<file path="src/dma_ctrl_pkg.sv">
package dma_ctrl_pkg;

    // register byte offsets on the slave port
    localparam logic [3:0]  OFS_STATUS        = 4'h0;
    localparam logic [3:0]  OFS_CONTROL       = 4'h4;
    localparam logic [3:0]  OFS_NEXT_DESC     = 4'h8;
    localparam logic [31:0] REG_RESET         = 32'h0000_0000;

    // control field positions
    localparam int          CTL_IRQ_ERR       = 0;
    localparam int          CTL_IRQ_EOP       = 1;
    localparam int          CTL_IRQ_DONE      = 2;
    localparam int          CTL_IRQ_CHAIN     = 3;
    localparam int          CTL_IRQ_GLOBAL    = 4;
    localparam int          CTL_RUN           = 5;
    localparam int          CTL_HALT_ERR      = 6;
    localparam int          CTL_IRQ_COUNT     = 7;
    localparam int          CTL_COUNT_LSB     = 8;
    localparam int          CTL_SOFT_RESET    = 16;
    localparam int          CTL_PARK          = 17;
    localparam int          CTL_POLL_EN       = 18;
    localparam int          CTL_POLL_LSB      = 19;
    localparam int          CTL_CLEAR_IRQ     = 31;
    localparam int          FIELD_W           = 8;
    // bits kept in the control flops; 16, 27..30 and 31 are not stored
    localparam logic [31:0] CTL_STORE_MASK    = 32'h07FE_FFFF;

    // status field positions
    localparam int          STS_EVENTS        = 4;
    localparam int          STS_BUSY          = 4;

    // datapath configuration: stream-to-memory
    localparam logic        STREAM_TO_MEMORY  = 1'b1;
    localparam logic [7:0]  POLL_MIN          = 8'h01;
    localparam logic [7:0]  COUNT_ONE         = 8'h01;

    typedef enum logic [1:0] {SRST_IDLE, SRST_ARMED, SRST_FIRE} srst_state_t;

    // host access, one cycle per request, no byte enables
    typedef struct packed {
        logic        write;
        logic        read;
        logic [3:0]  address;
        logic [31:0] writedata;
    } reg_req_t;

    // control handed to the descriptor processor
    typedef struct packed {
        logic        run;
        logic        halt_on_stream_error;
        logic        park;
        logic        poll_enable;
        logic [7:0]  poll_interval;
        logic        soft_reset;
        logic [31:0] desc_addr;
    } engine_ctrl_t;

    // reports from the descriptor processor
    typedef struct packed {
        logic        writeback_done;
        logic        stream_error;
        logic        end_of_packet;
        logic        chain_done;
        logic        descriptor_active;
        logic        addr_load;
        logic [31:0] addr;
    } engine_report_t;

endpackage

</file>
<file path="src/scatter_gather_dma_control.sv">
`timescale 1ns/10ps

// Contract
// status, control, next address at 0/4/8
// host must access with 32-bit data
// next address register feeds descriptor fetch
// host stops and waits idle before address write
// interrupt cause on stream error
// interrupt cause on end of packet
// interrupt cause on each descriptor done
// interrupt cause on chain end
// global enable gates every interrupt
// run bit starts and keeps processor going
// clearing run stops after current descriptor
// halt on stream error, stream-to-memory only
// interrupt after programmed descriptor count
// second write of reset bit resets
// host uses soft reset only as last resort
// park bit keeps ownership flag set
// host links last descriptor to first
// polling updates address register from processor
// poll interval field, values 1 to 255
// writing bit 31 clears all pending
// events counted only after descriptor writeback; chain end is taken without writeback
// busy follows run one cycle later
// event flags sticky, write one clears
// interrupt held while enabled cause pending
// control bits 27..30 read zero
module scatter_gather_dma_control
(
    // clock and reset
    input  wire logic                          mclk,
    input  wire logic                          rst,
    // register slave port
    input  wire dma_ctrl_pkg::reg_req_t        host_req,
    output      logic [31:0]                   readdata,
    // descriptor processor
    input  wire dma_ctrl_pkg::engine_report_t  report,
    output      dma_ctrl_pkg::engine_ctrl_t    ctrl,
    // interrupt
    output      logic                          irq
);

    logic [31:0]                 control;
    logic [31:0]                 next_control;
    logic [31:0]                 next_desc;
    logic [31:0]                 next_next_desc;
    logic [3:0]                  pending;
    logic [3:0]                  next_pending;
    logic                        busy;
    logic                        next_busy;
    logic                        halted;
    logic                        next_halted;
    logic [7:0]                  desc_count;
    logic [7:0]                  next_desc_count;
    logic                        count_hit;
    logic                        next_count_hit;
    dma_ctrl_pkg::srst_state_t   srst;
    dma_ctrl_pkg::srst_state_t   next_srst;
    logic [31:0]                 next_readdata;
    logic                        next_irq;
    dma_ctrl_pkg::engine_ctrl_t  next_ctrl;

    logic                        wr_status;
    logic                        wr_control;
    logic                        wr_desc;
    logic                        clear_all;
    logic                        err_stop;
    logic [3:0]                  events;
    logic [7:0]                  count_limit;
    logic [7:0]                  poll_field;

    assign wr_status  = host_req.write && host_req.address == dma_ctrl_pkg::OFS_STATUS;
    assign wr_control = host_req.write && host_req.address == dma_ctrl_pkg::OFS_CONTROL;
    assign wr_desc    = host_req.write && host_req.address == dma_ctrl_pkg::OFS_NEXT_DESC;
    assign clear_all  = wr_control && host_req.writedata[dma_ctrl_pkg::CTL_CLEAR_IRQ];
    assign count_limit = control[dma_ctrl_pkg::CTL_COUNT_LSB +: dma_ctrl_pkg::FIELD_W];
    assign poll_field  = control[dma_ctrl_pkg::CTL_POLL_LSB +: dma_ctrl_pkg::FIELD_W];

    // error, end-of-packet and done events only count once the descriptor has been written back; chain end is taken as it comes
    assign events = {report.chain_done,
                     report.writeback_done,
                     report.writeback_done && report.end_of_packet,
                     report.writeback_done && report.stream_error};

    assign err_stop = report.writeback_done && report.stream_error
                      && control[dma_ctrl_pkg::CTL_HALT_ERR]
                      && dma_ctrl_pkg::STREAM_TO_MEMORY;

    always_comb
    begin
        next_control    = control;
        next_next_desc  = next_desc;
        next_pending    = pending;
        next_busy       = busy;
        next_halted     = halted;
        next_desc_count = desc_count;
        next_count_hit  = count_hit;
        next_srst       = srst;
        next_readdata   = 32'h0000_0000;

        if (wr_control)
        begin
            next_control = host_req.writedata & dma_ctrl_pkg::CTL_STORE_MASK;
            if (!host_req.writedata[dma_ctrl_pkg::CTL_RUN])
            begin
                next_halted = 1'b0;
            end
        end

        // host write wins over a poll update in the same cycle
        if (wr_desc)
        begin
            next_next_desc = host_req.writedata;
        end
        else if (report.addr_load)
        begin
            next_next_desc = report.addr;
        end

        // set beats clear when both land in one cycle
        if (wr_status)
        begin
            next_pending = next_pending & ~host_req.writedata[dma_ctrl_pkg::STS_EVENTS-1:0];
        end
        if (clear_all)
        begin
            next_pending   = 4'h0;
            next_count_hit = 1'b0;
        end
        next_pending = next_pending | events;

        if (report.writeback_done)
        begin
            if (count_limit != 8'h00 && 8'(desc_count + dma_ctrl_pkg::COUNT_ONE) == count_limit)
            begin
                next_desc_count = 8'h00;
                next_count_hit  = 1'b1;
            end
            else
            begin
                next_desc_count = 8'(desc_count + dma_ctrl_pkg::COUNT_ONE);
            end
        end

        if (err_stop)
        begin
            next_halted = 1'b1;
        end

        // busy drops when the current descriptor has drained, or at once on an error stop or soft reset
        if (!busy)
        begin
            // an error stop in the rising cycle must not leave busy stuck high
            next_busy = control[dma_ctrl_pkg::CTL_RUN] && !halted && !err_stop;
        end
        else if (err_stop)
        begin
            next_busy = 1'b0;
        end
        else if (!control[dma_ctrl_pkg::CTL_RUN] && !report.descriptor_active)
        begin
            next_busy = 1'b0;
        end

        case (srst)
            dma_ctrl_pkg::SRST_IDLE:
            begin
                if (wr_control && host_req.writedata[dma_ctrl_pkg::CTL_SOFT_RESET])
                begin
                    next_srst = dma_ctrl_pkg::SRST_ARMED;
                end
            end
            dma_ctrl_pkg::SRST_ARMED:
            begin
                if (wr_control && host_req.writedata[dma_ctrl_pkg::CTL_SOFT_RESET])
                begin
                    next_srst       = dma_ctrl_pkg::SRST_FIRE;
                    next_control    = dma_ctrl_pkg::REG_RESET;
                    next_next_desc  = dma_ctrl_pkg::REG_RESET;
                    next_pending    = 4'h0;
                    next_busy       = 1'b0;
                    next_halted     = 1'b0;
                    next_desc_count = 8'h00;
                    next_count_hit  = 1'b0;
                end
            end
            dma_ctrl_pkg::SRST_FIRE:
            begin
                next_srst = dma_ctrl_pkg::SRST_IDLE;
            end
            default:
            begin
                next_srst = dma_ctrl_pkg::SRST_IDLE;
            end
        endcase

        if (host_req.read)
        begin
            case (host_req.address)
                dma_ctrl_pkg::OFS_STATUS:
                    next_readdata = {27'h0, busy, pending};
                dma_ctrl_pkg::OFS_CONTROL:
                begin
                    next_readdata = control;
                    next_readdata[dma_ctrl_pkg::CTL_SOFT_RESET] = srst == dma_ctrl_pkg::SRST_ARMED;
                end
                dma_ctrl_pkg::OFS_NEXT_DESC:
                    next_readdata = next_desc;
                default:
                    next_readdata = 32'h0000_0000;
            endcase
        end

        // irq follows the flags of the same edge
        next_irq = next_control[dma_ctrl_pkg::CTL_IRQ_GLOBAL]
                   && ((|(next_pending & next_control[dma_ctrl_pkg::STS_EVENTS-1:0]))
                       || (next_count_hit && next_control[dma_ctrl_pkg::CTL_IRQ_COUNT]));

        next_ctrl.run                  = next_control[dma_ctrl_pkg::CTL_RUN] && !next_halted;
        next_ctrl.halt_on_stream_error = next_control[dma_ctrl_pkg::CTL_HALT_ERR];
        next_ctrl.park                 = next_control[dma_ctrl_pkg::CTL_PARK];
        next_ctrl.poll_enable          = next_control[dma_ctrl_pkg::CTL_POLL_EN];
        // zero is out of range; the processor never sees it
        next_ctrl.poll_interval = (next_control[dma_ctrl_pkg::CTL_POLL_LSB +: dma_ctrl_pkg::FIELD_W]
                                   == 8'h00) ? dma_ctrl_pkg::POLL_MIN
                                  : next_control[dma_ctrl_pkg::CTL_POLL_LSB +: dma_ctrl_pkg::FIELD_W];
        next_ctrl.soft_reset           = next_srst == dma_ctrl_pkg::SRST_FIRE;
        next_ctrl.desc_addr            = next_next_desc;
    end

    always_ff @(posedge mclk or posedge rst)
    begin
        if (rst)
        begin
            control    <= 32'h0000_0000;
            next_desc  <= 32'h0000_0000;
            pending    <= 4'h0;
            busy       <= 1'b0;
            halted     <= 1'b0;
            desc_count <= 8'h00;
            count_hit  <= 1'b0;
            srst       <= dma_ctrl_pkg::SRST_IDLE;
            readdata   <= 32'h0000_0000;
            irq        <= 1'b0;
            ctrl       <= '{run: 1'b0, halt_on_stream_error: 1'b0, park: 1'b0,
                            poll_enable: 1'b0, poll_interval: 8'h01, soft_reset: 1'b0,
                            desc_addr: 32'h0000_0000};
        end
        else
        begin
            control    <= next_control;
            next_desc  <= next_next_desc;
            pending    <= next_pending;
            busy       <= next_busy;
            halted     <= next_halted;
            desc_count <= next_desc_count;
            count_hit  <= next_count_hit;
            srst       <= next_srst;
            readdata   <= next_readdata;
            irq        <= next_irq;
            ctrl       <= next_ctrl;
        end
    end

    property p_busy_rise;
        @(posedge mclk) disable iff (rst)
        !busy && !halted && control[5] && !err_stop
        && srst != dma_ctrl_pkg::SRST_ARMED |=> busy;
    endproperty
    a_busy_rise: assert property (p_busy_rise) else $error("busy did not follow run");

    property p_busy_hold;
        @(posedge mclk) disable iff (rst)
        busy && control[5] && !err_stop && srst == dma_ctrl_pkg::SRST_IDLE |=> busy;
    endproperty
    a_busy_hold: assert property (p_busy_hold) else $error("busy fell while running");

    property p_err_flag;
        @(posedge mclk) disable iff (rst)
        report.writeback_done && report.stream_error |=> pending[0] || ctrl.soft_reset;
    endproperty
    a_err_flag: assert property (p_err_flag) else $error("error flag not set");

    property p_w1c;
        @(posedge mclk) disable iff (rst)
        pending[2] && wr_status && host_req.writedata[2] && !report.writeback_done
        |=> !pending[2];
    endproperty
    a_w1c: assert property (p_w1c) else $error("done flag not cleared by write one");

    property p_irq_gate;
        @(posedge mclk) disable iff (rst)
        irq |-> control[4];
    endproperty
    a_irq_gate: assert property (p_irq_gate) else $error("irq without global enable");

    property p_irq_done;
        @(posedge mclk) disable iff (rst)
        control[4] && control[2] && pending[2] |-> irq;
    endproperty
    a_irq_done: assert property (p_irq_done) else $error("pending done cause not on irq");

    property p_clear_all;
        @(posedge mclk) disable iff (rst)
        clear_all && events == 4'h0 |=> pending == 4'h0 && !count_hit;
    endproperty
    a_clear_all: assert property (p_clear_all) else $error("clear did not drop flags");

    property p_soft_reset;
        @(posedge mclk) disable iff (rst)
        srst == dma_ctrl_pkg::SRST_ARMED && wr_control && host_req.writedata[16]
        |=> ctrl.soft_reset && control == 32'h0 ##1 !ctrl.soft_reset;
    endproperty
    a_soft_reset: assert property (p_soft_reset) else $error("soft reset sequence wrong");

    property p_poll_range;
        @(posedge mclk) disable iff (rst)
        ctrl.poll_interval != 8'h00 && (poll_field == 8'h00 || ctrl.poll_interval == poll_field);
    endproperty
    a_poll_range: assert property (p_poll_range) else $error("poll interval zero");

    property p_reserved;
        @(posedge mclk) disable iff (rst)
        $past(host_req.read && host_req.address == dma_ctrl_pkg::OFS_CONTROL)
        |-> readdata[30:27] == 4'h0 && readdata[31] == 1'b0;
    endproperty
    a_reserved: assert property (p_reserved) else $error("reserved bits read nonzero");

    property p_halt;
        @(posedge mclk) disable iff (rst)
        err_stop |=> !ctrl.run && !busy;
    endproperty
    a_halt: assert property (p_halt) else $error("no stop on stream error");

endmodule

</file>
<file path="config.mk">
export PLATFORM = sky130hd
export DESIGN_NAME = scatter_gather_dma_control
export DESIGN_NICKNAME = d
export VERILOG_FILES = /design/src/dma_ctrl_pkg.sv /design/src/scatter_gather_dma_control.sv
export SDC_FILE = /design/constraint.sdc
export NUM_CORES = 1
export LEC_CHECK = 0
export ABC_AREA = 1
export ABC_CLOCK_PERIOD_IN_PS = 13900
export BUFFER_PORTS_ARGS = -buffer_cell sky130_fd_sc_hd__buf_4
export CORE_ASPECT_RATIO = 0.6
export CORE_MARGIN = 2
export CORE_UTILIZATION = 40
export CTS_CLUSTER_SIZE = 40
export DETAILED_ROUTE_END_ITERATION = 8
export PLACE_DENSITY = 0.73
export SETUP_SLACK_MARGIN = 0.05
export SYNTH_ARGS = -nofsm -noshare
export SYNTH_HDL_FRONTEND = slang
export SYNTH_SLANG_ARGS = --single-unit
</file>
<file path="constraint.sdc">
create_clock -name mclk -period 13.9 [get_ports mclk]
set_input_delay 3.475 -clock mclk [delete_from_list [all_inputs] [get_ports mclk]]
set_output_delay 3.475 -clock mclk [all_outputs]
set_load 0.05 [all_outputs]
</file>
==> results of run 1 <==
sequential cells by signal, indices dropped and copies added, names as in the netlist, 2 cells and up:
name and cells:
desc_count 8, pending 4, ctrl 10, control 31
srst 2, next_desc 32, readdata 32
cells in the mapped netlist:
cell type / n / area, sq um
o221ai_1: 1 / 8.760
nand3b_1: 1 / 7.510
a211oi_1: 6 / 45.04
nand2_2: 2 / 12.51
clkinv_1: 1 / 3.750
clkbuf_1: 12 / 45.04
buf_2: 16 / 80.08
dfstp_2: 1 / 26.28
nor3_1: 1 / 5.000
ha_1: 1 / 12.51
inv_2: 2 / 7.510
nor2_4: 3 / 33.78
nand2_4: 1 / 11.26
a21oi_1: 41 / 205.2
o21bai_1: 1 / 7.510
nand2_1: 221 / 829.6
buf_6: 3 / 33.78
nand3_1: 24 / 120.1
o21ai_0: 49 / 245.2
dfrtp_1: 122 / 3053
mux2_1: 4 / 45.04
inv_1: 124 / 465.5
buf_4: 3 / 22.52
o21ai_1: 1 / 5.000
nor2_1: 29 / 108.9
o211ai_1: 5 / 37.54
mux2_2: 37 / 416.7
nor2_2: 2 / 12.51
nand3_4: 1 / 17.52
nand4_1: 9 / 56.30
final cells by class:
type,instances,area [sq um],share of cell area
Sequential cell,123,3079,0.3928
Multi-Input combinational cell,440,2251,0.2871
Timing Repair Buffer,157,1179,0.1503
Inverter,127,479.2,0.06112
Clock buffer,20,466.7,0.05953
Tap cell,198,247.7,0.03160
Clock inverter,12,137.6,0.01756
cells by family (layout without fill, tap and decap cells):
family / Yosys count / after routing / synth area share
buffers and inverters: 161 / 316 / 0.1100
and+or+nand+nor: 294 / 294 / 0.2031
AOI/OAI and AO/OA: 104 / 104 / 0.09268
adders and majority gates: 1 / 1 / 0.002092
muxes: 41 / 41 / 0.07720
DFF: 123 / 123 / 0.5149
power by group through the flow:
stage / clock network, mW / registers, mW / logic [mW]
floorplan: 0 / 0.512 / 0.130
global placement: 0 / 0.453 / 0.275
detailed placement: 0 / 0.453 / 0.279
CTS: 0.453 / 0.449 / 0.280
global route: 0.472 / 0.455 / 0.308
finish: 0.445 / 0.449 / 0.280
metal layers:
metal  up-vias  global-route usage  part of all wire
met2       164              0.2930              0.41
met3        10             0.05556             0.070
met4         0             0.04969            0.0048
li1       2538                   -                 -
met5         -                   0                 0
met1      2425              0.3162              0.51
how the worst min path moves through the flow:
stage,start,end,slack (ps)
3_3_place_gp,control[28],control[28],450
6_report,control[31],control[31],470
4_1_cts,control[29],control[29],470
2_1_floorplan,control[27],control[27],440
5_1_grt,control[28],control[28],500
3_5_place_dp,control[31],control[31],450
worst max-delay path: stages:
cell     delay, ps
buf_4          110
inv_1           70
nand2_1         80
nor2_4         700
nand2_4        550
nor2_4         280
nand3_4        560
inv_2          600
nor2_1         120
nand2_1         90
nand2_1         50
nor2_1         100
a21oi_1         70
metrics by stage:
stage               worst slack (ps)  power [mW]  hold slack (ps)
finish                          7287       1.174            471.1
global route                    6898       1.235            497.0
CTS                             7209       1.182            468.6
global placement                6949      0.7280            449.5
detailed placement              6828      0.7322            453.2
floorplan                       7156      0.6414            436.5
==> run metrics, run 1 <==
Fillers 1353; die height 98.72 microns; Flop pwr share 0.383; vias in the first global route slightly above 5k; PostCTS Resize Cnt 0; sw frac 0.3319; layout net count 945; clk_skew 7.182 ps; maximum vdd drop 66.68 uV; post-CTS setup buffer count 0; crit path time final 6613 ps; Root Buffer clkbuf_16; total negative slack 0 ps; first-pass GRT wire length between 20000 and 30000 microns; hpwl dp 10760 microns; slew margin rel. 0.3076; utilization after layout 0.5389; syn_nets 803; Seq cells post-synth 123; Antenna Cells 0; leakage 4.294 nW; Ys Warns 0; Cells after Synth 724; clock power share 0.379; num rows 34; Data arrival, critical path 6900 ps; clock-pin slew on the worst setup and hold paths 60 ps; Global Route Usage Sum 0.2076; Least-Margin Pin Slew 1035 ps; Setup crit start host_req[35]; initial core utilization 0.4111; die area roughly 16000 sq um; 1st-iter DRT viols 297; drt wl/cell 14.75 microns; Critical Path RT 14180 ps; Crit. End Element flop; fin crit share 0.4758; final cell count without fillers between 1k and 1.5k; Slew Limit Fails 0; Clock Sinks 123; PortBufs 155; logic gate share of total power 0.238; core area between 10000 and 15000 sq um; Synth Cell Area 5981 sq um; cts hold-fix bufs 0; mean post-synth cell area a little over 8 sq um; Via Count 5137; max cap viols 0; router iterations before antenna repair 5; Final Cell Area 7840 sq um; status completed; Num CTS Buffers 17; commonest non-fill, non-tap cells in the layout nand2_1, buf_4, inv_1; Distinct cells, synth 30; R2R Path End irq; placed cell count 1045; worst setup path class primary input to flop; worst skew pair latency 400 ps; largest net degree at the start of global routing 71; worst setup path end irq; placed inst area 7236 sq um; CP max FO 55; reg2reg path depth 8; Syn-to-layout area delta 31.09%; Power Density between 100 and 150 nW/um^2; Total Wirelength 15890 microns; placer congestion estimate 0.8640; Worst Hold Class flop to flop; Post-DRT Antenna Nets 0; I/O pin cnt 156; reg2reg start srst[1]; vias per cell 4.770; Die W 161.9 microns; maximum root-to-sink buffer count 2; share of layout cells above drive strength 1 0.2742; setup violators final 0; final hold vios 0; Hold Crit Depth 2; CTS tree yes; RSZ-0062 raised after global routing no; Psw between 0.3 and 0.4 mW; initial antenna violation count 0; DRC errors left 0; Reg2Reg Setup Slack 11690 ps; post-synthesis sequential area ratio 0.5149; critical path launch point type primary input; P_int 0.7841 mW; Peak Freq about 0.15 GHz; most common cell after layout, fill and taps aside nand2_1; global route total overflow 0; CTS H-tree depth 4
No activity file was read; power rests on OpenSTA's default activity.
==> run 2, diff against run 1 <==
--- a/config.mk
+++ b/config.mk
@@ -6,14 +6,14 @@
 export NUM_CORES = 1
 export LEC_CHECK = 0
 export ABC_AREA = 1
-export ABC_CLOCK_PERIOD_IN_PS = 13900
+export ABC_CLOCK_PERIOD_IN_PS = 5510
 export BUFFER_PORTS_ARGS = -buffer_cell sky130_fd_sc_hd__buf_4
 export CORE_ASPECT_RATIO = 0.6
 export CORE_MARGIN = 2
 export CORE_UTILIZATION = 40
 export CTS_CLUSTER_SIZE = 40
 export DETAILED_ROUTE_END_ITERATION = 8
-export PLACE_DENSITY = 0.73
+export PLACE_DENSITY = 0.76
 export SETUP_SLACK_MARGIN = 0.05
 export SYNTH_ARGS = -nofsm -noshare
 export SYNTH_HDL_FRONTEND = slang
==> constraint.sdc (replaced) <==
create_clock -name mclk -period 5.51 [get_ports mclk]
set_input_delay 1.3775 -clock mclk [delete_from_list [all_inputs] [get_ports mclk]]
set_output_delay 1.3775 -clock mclk [all_outputs]
set_load 0.05 [all_outputs]
==> run 2 against run 1 <==
  * Sequential share of layout area down 0.34 points
  * Register-to-register slack worse by 8400 ps
  * Global-route usage up 0.71 points
  * Core utilization up 0.46 points
  * Critical path depth up 1
  * Routed wire length up 3.6%
==> run metrics, run 2 (same netlist as run 1, synthesis figures left out) <==
status completed; Syn-to-layout area delta 32.22%; Fillers 1372 (+1.4%); clock-pin slew on the worst setup and hold paths 60 ps (about the same); maximum root-to-sink buffer count 2 (unchanged); Num CTS Buffers 17 (unchanged); Slew Limit Fails 0 (unchanged); I/O pin cnt 156 (unchanged); logic gate share of total power 0.231 (-0.007); Post-DRT Antenna Nets 0 (unchanged); CTS H-tree depth 4 (unchanged); Die W 161.9 microns (unchanged); Data arrival, critical path 3920 ps (-2980 ps); drt wl/cell 15.24 microns (+3.3%); critical path launch point type primary input; first-pass GRT wire length 26630 microns (+2.0%); Least-Margin Pin Slew 1034 ps (-0.5044 ps); fin crit share 0.6611; initial antenna violation count 0 (unchanged); crit-path max cell delay 600 ps (-100 ps); Flop pwr share 0.370 (-0.013); layout net count 948 (+0.32%); maximum vdd drop 192.9 uV (+190%); largest net degree at the start of global routing 56 (-21%); Placement Setup Slack 1442 ps (-5386 ps); clk_skew 7.083 ps (-0.09898 ps); sw frac 0.3228 (-0.009107); Worst Hold Class flop to flop; hpwl dp 11200 microns (+4.1%); worst skew pair latency 410 ps (about the same); most frequent CP cell nand2_1; crit path time final ~3600 ps; share of layout cells above drive strength 1 0.2744 (about the same); vias in the first global route 5073 (-0.059%); commonest non-fill, non-tap cells in the layout nand2_1, buf_4, inv_1; Critical Path RT 5790 ps (-8390 ps); core area 14550 sq um (unchanged); max cap viols 0 (unchanged); Crit. End Element flop; 1st-iter DRT viols 337 (+13%); final hold vios 0 (unchanged); cts hold-fix bufs 0 (unchanged); clock power share 0.399 (+0.020); die height 98.72 microns (unchanged); Via Count 5179 (+0.82%); slew margin rel. 0.3079 (+0.0003380); cell-by-cell trace of the critical path buf_4 -> inv_1 -> nand2_1 -> nor2_4 -> buf_4 -> nand2_4 -> nor2_4 -> nand3_4 -> inv_2 -> a21oi_1 -> nand2_1 -> nand2_1 -> nor2_1 -> a21oi_1; num rows 34 (unchanged); DRC errors left 0 (unchanged); final worst slack 1867 ps (-5419 ps); worst setup path class primary input to flop; vias per cell 4.795 (+0.54%); RSZ-0062 raised after global routing no; router iterations before antenna repair 5 (unchanged); Worst path slowest cell inv_2; Psw 0.9915 mW (+150%); P_int 2.080 mW (+170%); CTS tree yes; most common cell after layout, fill and taps aside nand2_1; Root Buffer clkbuf_16; post-CTS setup buffer count 0 (unchanged); Global Route Usage Sum 0.2147 (+0.007101); PortBufs 155 (unchanged); initial core utilization 0.4111 (unchanged); setup violators final 0 (unchanged); Clock Sinks 123 (unchanged); Power Density 388.5 nW/um^2 (+160%); CP max FO 53 (-3.6%); placer congestion estimate 0.8995 (+4.1%); die area 15980 sq um (unchanged); PostCTS Resize Cnt 0 (unchanged); global route total overflow 0 (unchanged); Antenna Cells 0 (unchanged); leakage 4.331 nW (+0.86%); largest registers next_desc: 32 flops, readdata: 32 flops, control: 31 flops; Total Wirelength 16460 microns (+3.6%); Peak Freq 0.2745 GHz; total negative slack 0 ps (unchanged)
==> run 2: changes by cell type in the layout (fill, tap and decap cells not counted), moves of 2 or more <==
cell	before	now
clkbuf_1	0	2
clkinvlp_4	5	3
bufinv_16	2	5
buf_4	157	160
clkinv_4	2	4
clkbuf_8	3	0
==> run 2: worst max-delay path, delay by kind of cell <==
family                 cells  cell delay, ps
AOI/OAI and AO/OA          2             190
buffers and inverters      4            1170
and+or+nand+nor            8            1130
==> run 2: worst paths after layout <==
| path | startpoint | endpoint | slack, ps | depth (start not counted) |
|---|---|---|---|---|
| worst max-delay path | host_req[35] | irq | 1870 | 14 |
| worst min-delay path | control[27] | control[27] | 470 | 2 |
| worst max register to register | srst[1] | irq | 3330 | 8 |
| worst min register to register | control[27] | control[27] | 470 | 2 |
| max in group asynchronous | rst | control[9] | 3490 | 3 |
| min in group asynchronous | rst | next_desc[28] | 1070 | 2 |
==> run 2: through the flow <==
stage	utilization	cell area, sq um	hold slack (ps)	power [mW]	instances
floorplan	-	5981	436.5	1.618	724
global placement	0.4989	7258	448.7	1.835	1048
detailed placement	0.4989	7258	453.2	1.851	1048
CTS	0.5435	7908	469.1	3.088	1080
global route	0.5435	7908	505.3	3.216	1080
finish	0.5435	7908	466.5	3.072	1080
==> run 2: power groups by stage <==
stage	combinational, mW	sequential, mW	clock (mW)
2_1_floorplan	0.328	1.29	0
3_3_place_gp	0.690	1.14	0
3_5_place_dp	0.704	1.15	0
4_1_cts	0.709	1.13	1.24
5_1_grt	0.777	1.15	1.29
6_report	0.709	1.14	1.23
==> run 2: per-layer routing <==
metal,part of all wire,wire [microns],global-route usage
met1,0.49,8045,0.3175
met2,0.42,6995,0.3155
met3,0.081,1335,0.05598
met4,0.0050,83,0.05242
met5,0,0,0
==> run 2: area by class of cell <==
type	instances	area (sq um)	area share
Inverter	127	479.2	0.06060
Clock inverter	13	216.5	0.02737
Tap cell	198	247.7	0.03133
Clock buffer	19	432.9	0.05475
Timing Repair Buffer	160	1201	0.1519
Sequential cell	123	3079	0.3894
Multi-Input combinational cell	440	2251	0.2847
==> run 3, diff against run 2 <==
--- a/config.mk
+++ b/config.mk
@@ -5,15 +5,15 @@
 export SDC_FILE = /design/constraint.sdc
 export NUM_CORES = 1
 export LEC_CHECK = 0
-export ABC_AREA = 1
-export ABC_CLOCK_PERIOD_IN_PS = 5510
+export ABC_AREA = 0
+export ABC_CLOCK_PERIOD_IN_PS = 3400
 export BUFFER_PORTS_ARGS = -buffer_cell sky130_fd_sc_hd__buf_4
 export CORE_ASPECT_RATIO = 0.6
 export CORE_MARGIN = 2
 export CORE_UTILIZATION = 40
 export CTS_CLUSTER_SIZE = 40
 export DETAILED_ROUTE_END_ITERATION = 8
-export PLACE_DENSITY = 0.76
+export PLACE_DENSITY = 0.74
 export SETUP_SLACK_MARGIN = 0.05
 export SYNTH_ARGS = -nofsm -noshare
 export SYNTH_HDL_FRONTEND = slang
==> constraint.sdc (replaced) <==
create_clock -name mclk -period 3.4 [get_ports mclk]
set_input_delay 0.85 -clock mclk [delete_from_list [all_inputs] [get_ports mclk]]
set_output_delay 0.85 -clock mclk [all_outputs]
set_load 0.05 [all_outputs]
==> run 3 against run 2 <==
  * First-iteration DRC count decreased by 7.1%
  * Clock skew is essentially flat
  * Die area down 4.3%
  * Via count decreased by 8.5%
  * Sequential power rose by 62%
  * Sequential share of layout area grew 1.4 points
  * Clock power is 42% higher
  * Worst hold slack lost 14 ps
  * Critical path depth fell by 6
  * Clock-buffer cell count unchanged
  * Synthesized area shrank 4.5%
  * Global-route usage grew 0.43 points
==> run metrics, run 3 <==
status completed; Setup crit start host_req[35]; syn_nets 617 (-23%); post-synthesis sequential area ratio 0.5390 (+0.02413); fin crit share 0.6987; final hold vios 0 (unchanged); worst skew pair latency 410 ps (about the same); leakage 3.667 nW (-15%); crit path time final approximately 2400 ps; CP max FO 28 (-47%); Ys Warns 0 (unchanged); cell-by-cell trace of the critical path buf_4 -> nor4b_4 -> buf_4 -> and2_4 -> o21ai_2 -> and2_4 -> nor4b_2 -> a32oi_1; Root Buffer clkbuf_16; Synth area leader dfrtp_1; hold_sp srst[1]; reg2reg start desc_count[0]; Worst path slowest cell and2_4; Post-DRT Antenna Nets 0 (unchanged); Crit. End Element flop; clock-pin slew on the worst setup and hold paths 50 ps (about the same); Post-synth ARST share 1.000 (unchanged); initial antenna violation count 0 (unchanged); core area 13790 sq um (-5.2%); placer congestion estimate 0.9108 (+1.3%); die area 15290 sq um (-4.3%); CTS H-tree depth 4 (unchanged); CTS tree yes; clk_skew 7.417 ps (+0.3340 ps); Power Density 619.1 nW/um^2 (+59%); post-CTS setup buffer count 0 (unchanged); Post-synth top flop dfrtp_1; Seq cells post-synth 123 (unchanged); Slew Limit Fails 0 (unchanged); Synth top cells by count dfrtp_1, nor2_1, nand2_1, mux2i_1, a211oi_2; count leader, synth dfrtp_1; PostCTS Resize Cnt 0 (unchanged); Buf+Inv Stages, Crit Path 2 (-2); setup violators final 0 (unchanged); largest net degree at the start of global routing 42 (-25%); num rows 33 (-2.9%); slew margin rel. 0.6009 (+0.2929); max cap viols 0 (unchanged); layout net count 767 (-19%); maximum root-to-sink buffer count 2 (unchanged); Via Count 4737 (-8.5%); worst setup path class primary input to flop; delay-heaviest family, CP simple AND/OR/NAND/NOR gates; vias per cell 5.305 (+11%); hpwl dp 11420 microns (+2.0%); 1st-iter DRT viols 313 (-7.1%); critical path launch point type primary input; mean post-synth cell area 10.62 sq um (+29%); PortBufs 155 (unchanged); Die W 158.3 microns (-2.2%); Yosys top cell area share 0.5344 (+0.02392); share of layout cells above drive strength 1 0.3495 (+0.07512); router iterations before antenna repair 5 (unchanged); Synth Cell Area 5713 sq um (-4.5%); Peak Freq 0.4210 GHz; Worst Hold Class flop to flop; Num CTS Buffers 17 (unchanged); total negative slack 0 ps (unchanged); vias in the first global route 4791 (-5.6%); Data arrival, critical path 2650 ps (-1270 ps); I/O pin cnt 156 (unchanged); Antenna Cells 0 (unchanged); Global Route Usage Sum 0.2190 (+0.004307); DRC errors left 0 (unchanged); Syn-to-layout area delta 33.55%; Clock Sinks 123 (unchanged); RSZ-0062 raised after global routing no; die height 96.57 microns (-2.2%); cts hold-fix bufs 0 (unchanged); Post-synth EDFFs 0 (unchanged); drt wl/cell 18.15 microns (+19%); final cell count without fillers 893 (-17%); commonest non-fill, non-tap cells in the layout buf_4, dfrtp_1, nor2_1; largest registers next_desc: 32 flops, readdata: 32 flops, control: 31 flops; initial core utilization 0.4143 (+0.003186); top cells by area, synth dfrtp_1, a211oi_2, mux2i_1; Cells after Synth 538 (-26%); maximum vdd drop 457.8 uV (+140%); Distinct cells, synth 50 (+67%); first-pass GRT wire length 25230 microns (-5.3%); placed cell count 861 (-18%); Least-Margin Pin Slew 598.7 ps (-435.7 ps); Critical Path RT 3680 ps (-2110 ps); most common cell after layout, fill and taps aside buf_4; Total Wirelength 16210 microns (-1.5%); crit-path max cell delay 400 ps (-200 ps); global route total overflow 0 (unchanged)
-- run 3: cell types whose count changed after synthesis, sizes merged, moves of 8 or more --
cell and delta:
nand2 -160, inv -121, nor2 +53, mux2 -41, o21ai -41, mux2i +37, a211oi +29, a21oi -28
a22oi +27, and2 +10, xnor2 +8
-- run 3: final cells by class --
class	instances	area, sq um
tap	192	240.2
inverter	5	22.52
sequential	123	3079
multi-input combinational	372	2417
clock buffer	19	432.9
clock inverter	13	143.9
timing repair buffer	169	1294
fill	1232	6161
-- run 3: cells by family (layout without fill, tap and decap cells) --
logic type,after synthesis,count (layout),synth area share
mux,37,37,0.06483
compound gates,96,96,0.1463
buf+inv,43,206,0.03920
fa+ha+maj,1,1,0.002190
simple gates,224,224,0.1870
flops,123,123,0.5390
xor+xnor,14,14,0.02146
-- run 3: per-stage QoR --
stage / utilization / area (sq um) / hold WS, ps / setup WS [ps] / total power [mW]
global route: 0.5533 / 7630 / 476.5 / 934.5 / 4.937
detailed placement: 0.5114 / 7053 / 440.0 / 592.6 / 2.984
floorplan: - / 5717 / 416.6 / 1040 / 2.602
global placement: 0.5114 / 7053 / 429.5 / 661.8 / 2.943
CTS: 0.5533 / 7630 / 450.0 / 1017 / 4.746
finish: 0.5533 / 7630 / 452.5 / 1025 / 4.724
-- run 3: worst paths after layout --
| check | end | slack (ps) | depth (start not counted) |
|---|---|---|---|
| worst max-delay path | irq | 1020 | 8 |
| worst min-delay path | srst[0] | 450 | 1 |
| worst max register to register | desc_count[7] | 1070 | 7 |
| worst min register to register | srst[0] | 450 | 1 |
| max in group asynchronous | next_desc[13] | 2240 | 3 |
| min in group asynchronous | next_desc[3] | 460 | 2 |
-- run 3: power breakdown --
group	total, mW	internal, mW	leakage [nW]	switching, mW
clock	1.75	1.08	0.282	0.667
combinational	1.12	0.420	1.83	0.705
sequential	1.85	1.66	1.56	0.189
-- run 3: layer usage --
metal	track usage	up-vias	part of all wire
met4	0.06381	0	0.0098
met1	0.2999	2332	0.45
met3	0.04996	15	0.087
met5	0	-	0
met2	0.3525	208	0.45
li1	-	2182	-
-- run 3: worst reg2reg max path, cell delays in order, from the launching register on --
cell and delay [ps]:
dfrtp_1 450, ha_1 350, xor2_1 150, a211oi_1 240, nand4b_1 180, a211oi_2 470, a21o_1 300, nor2_1 80
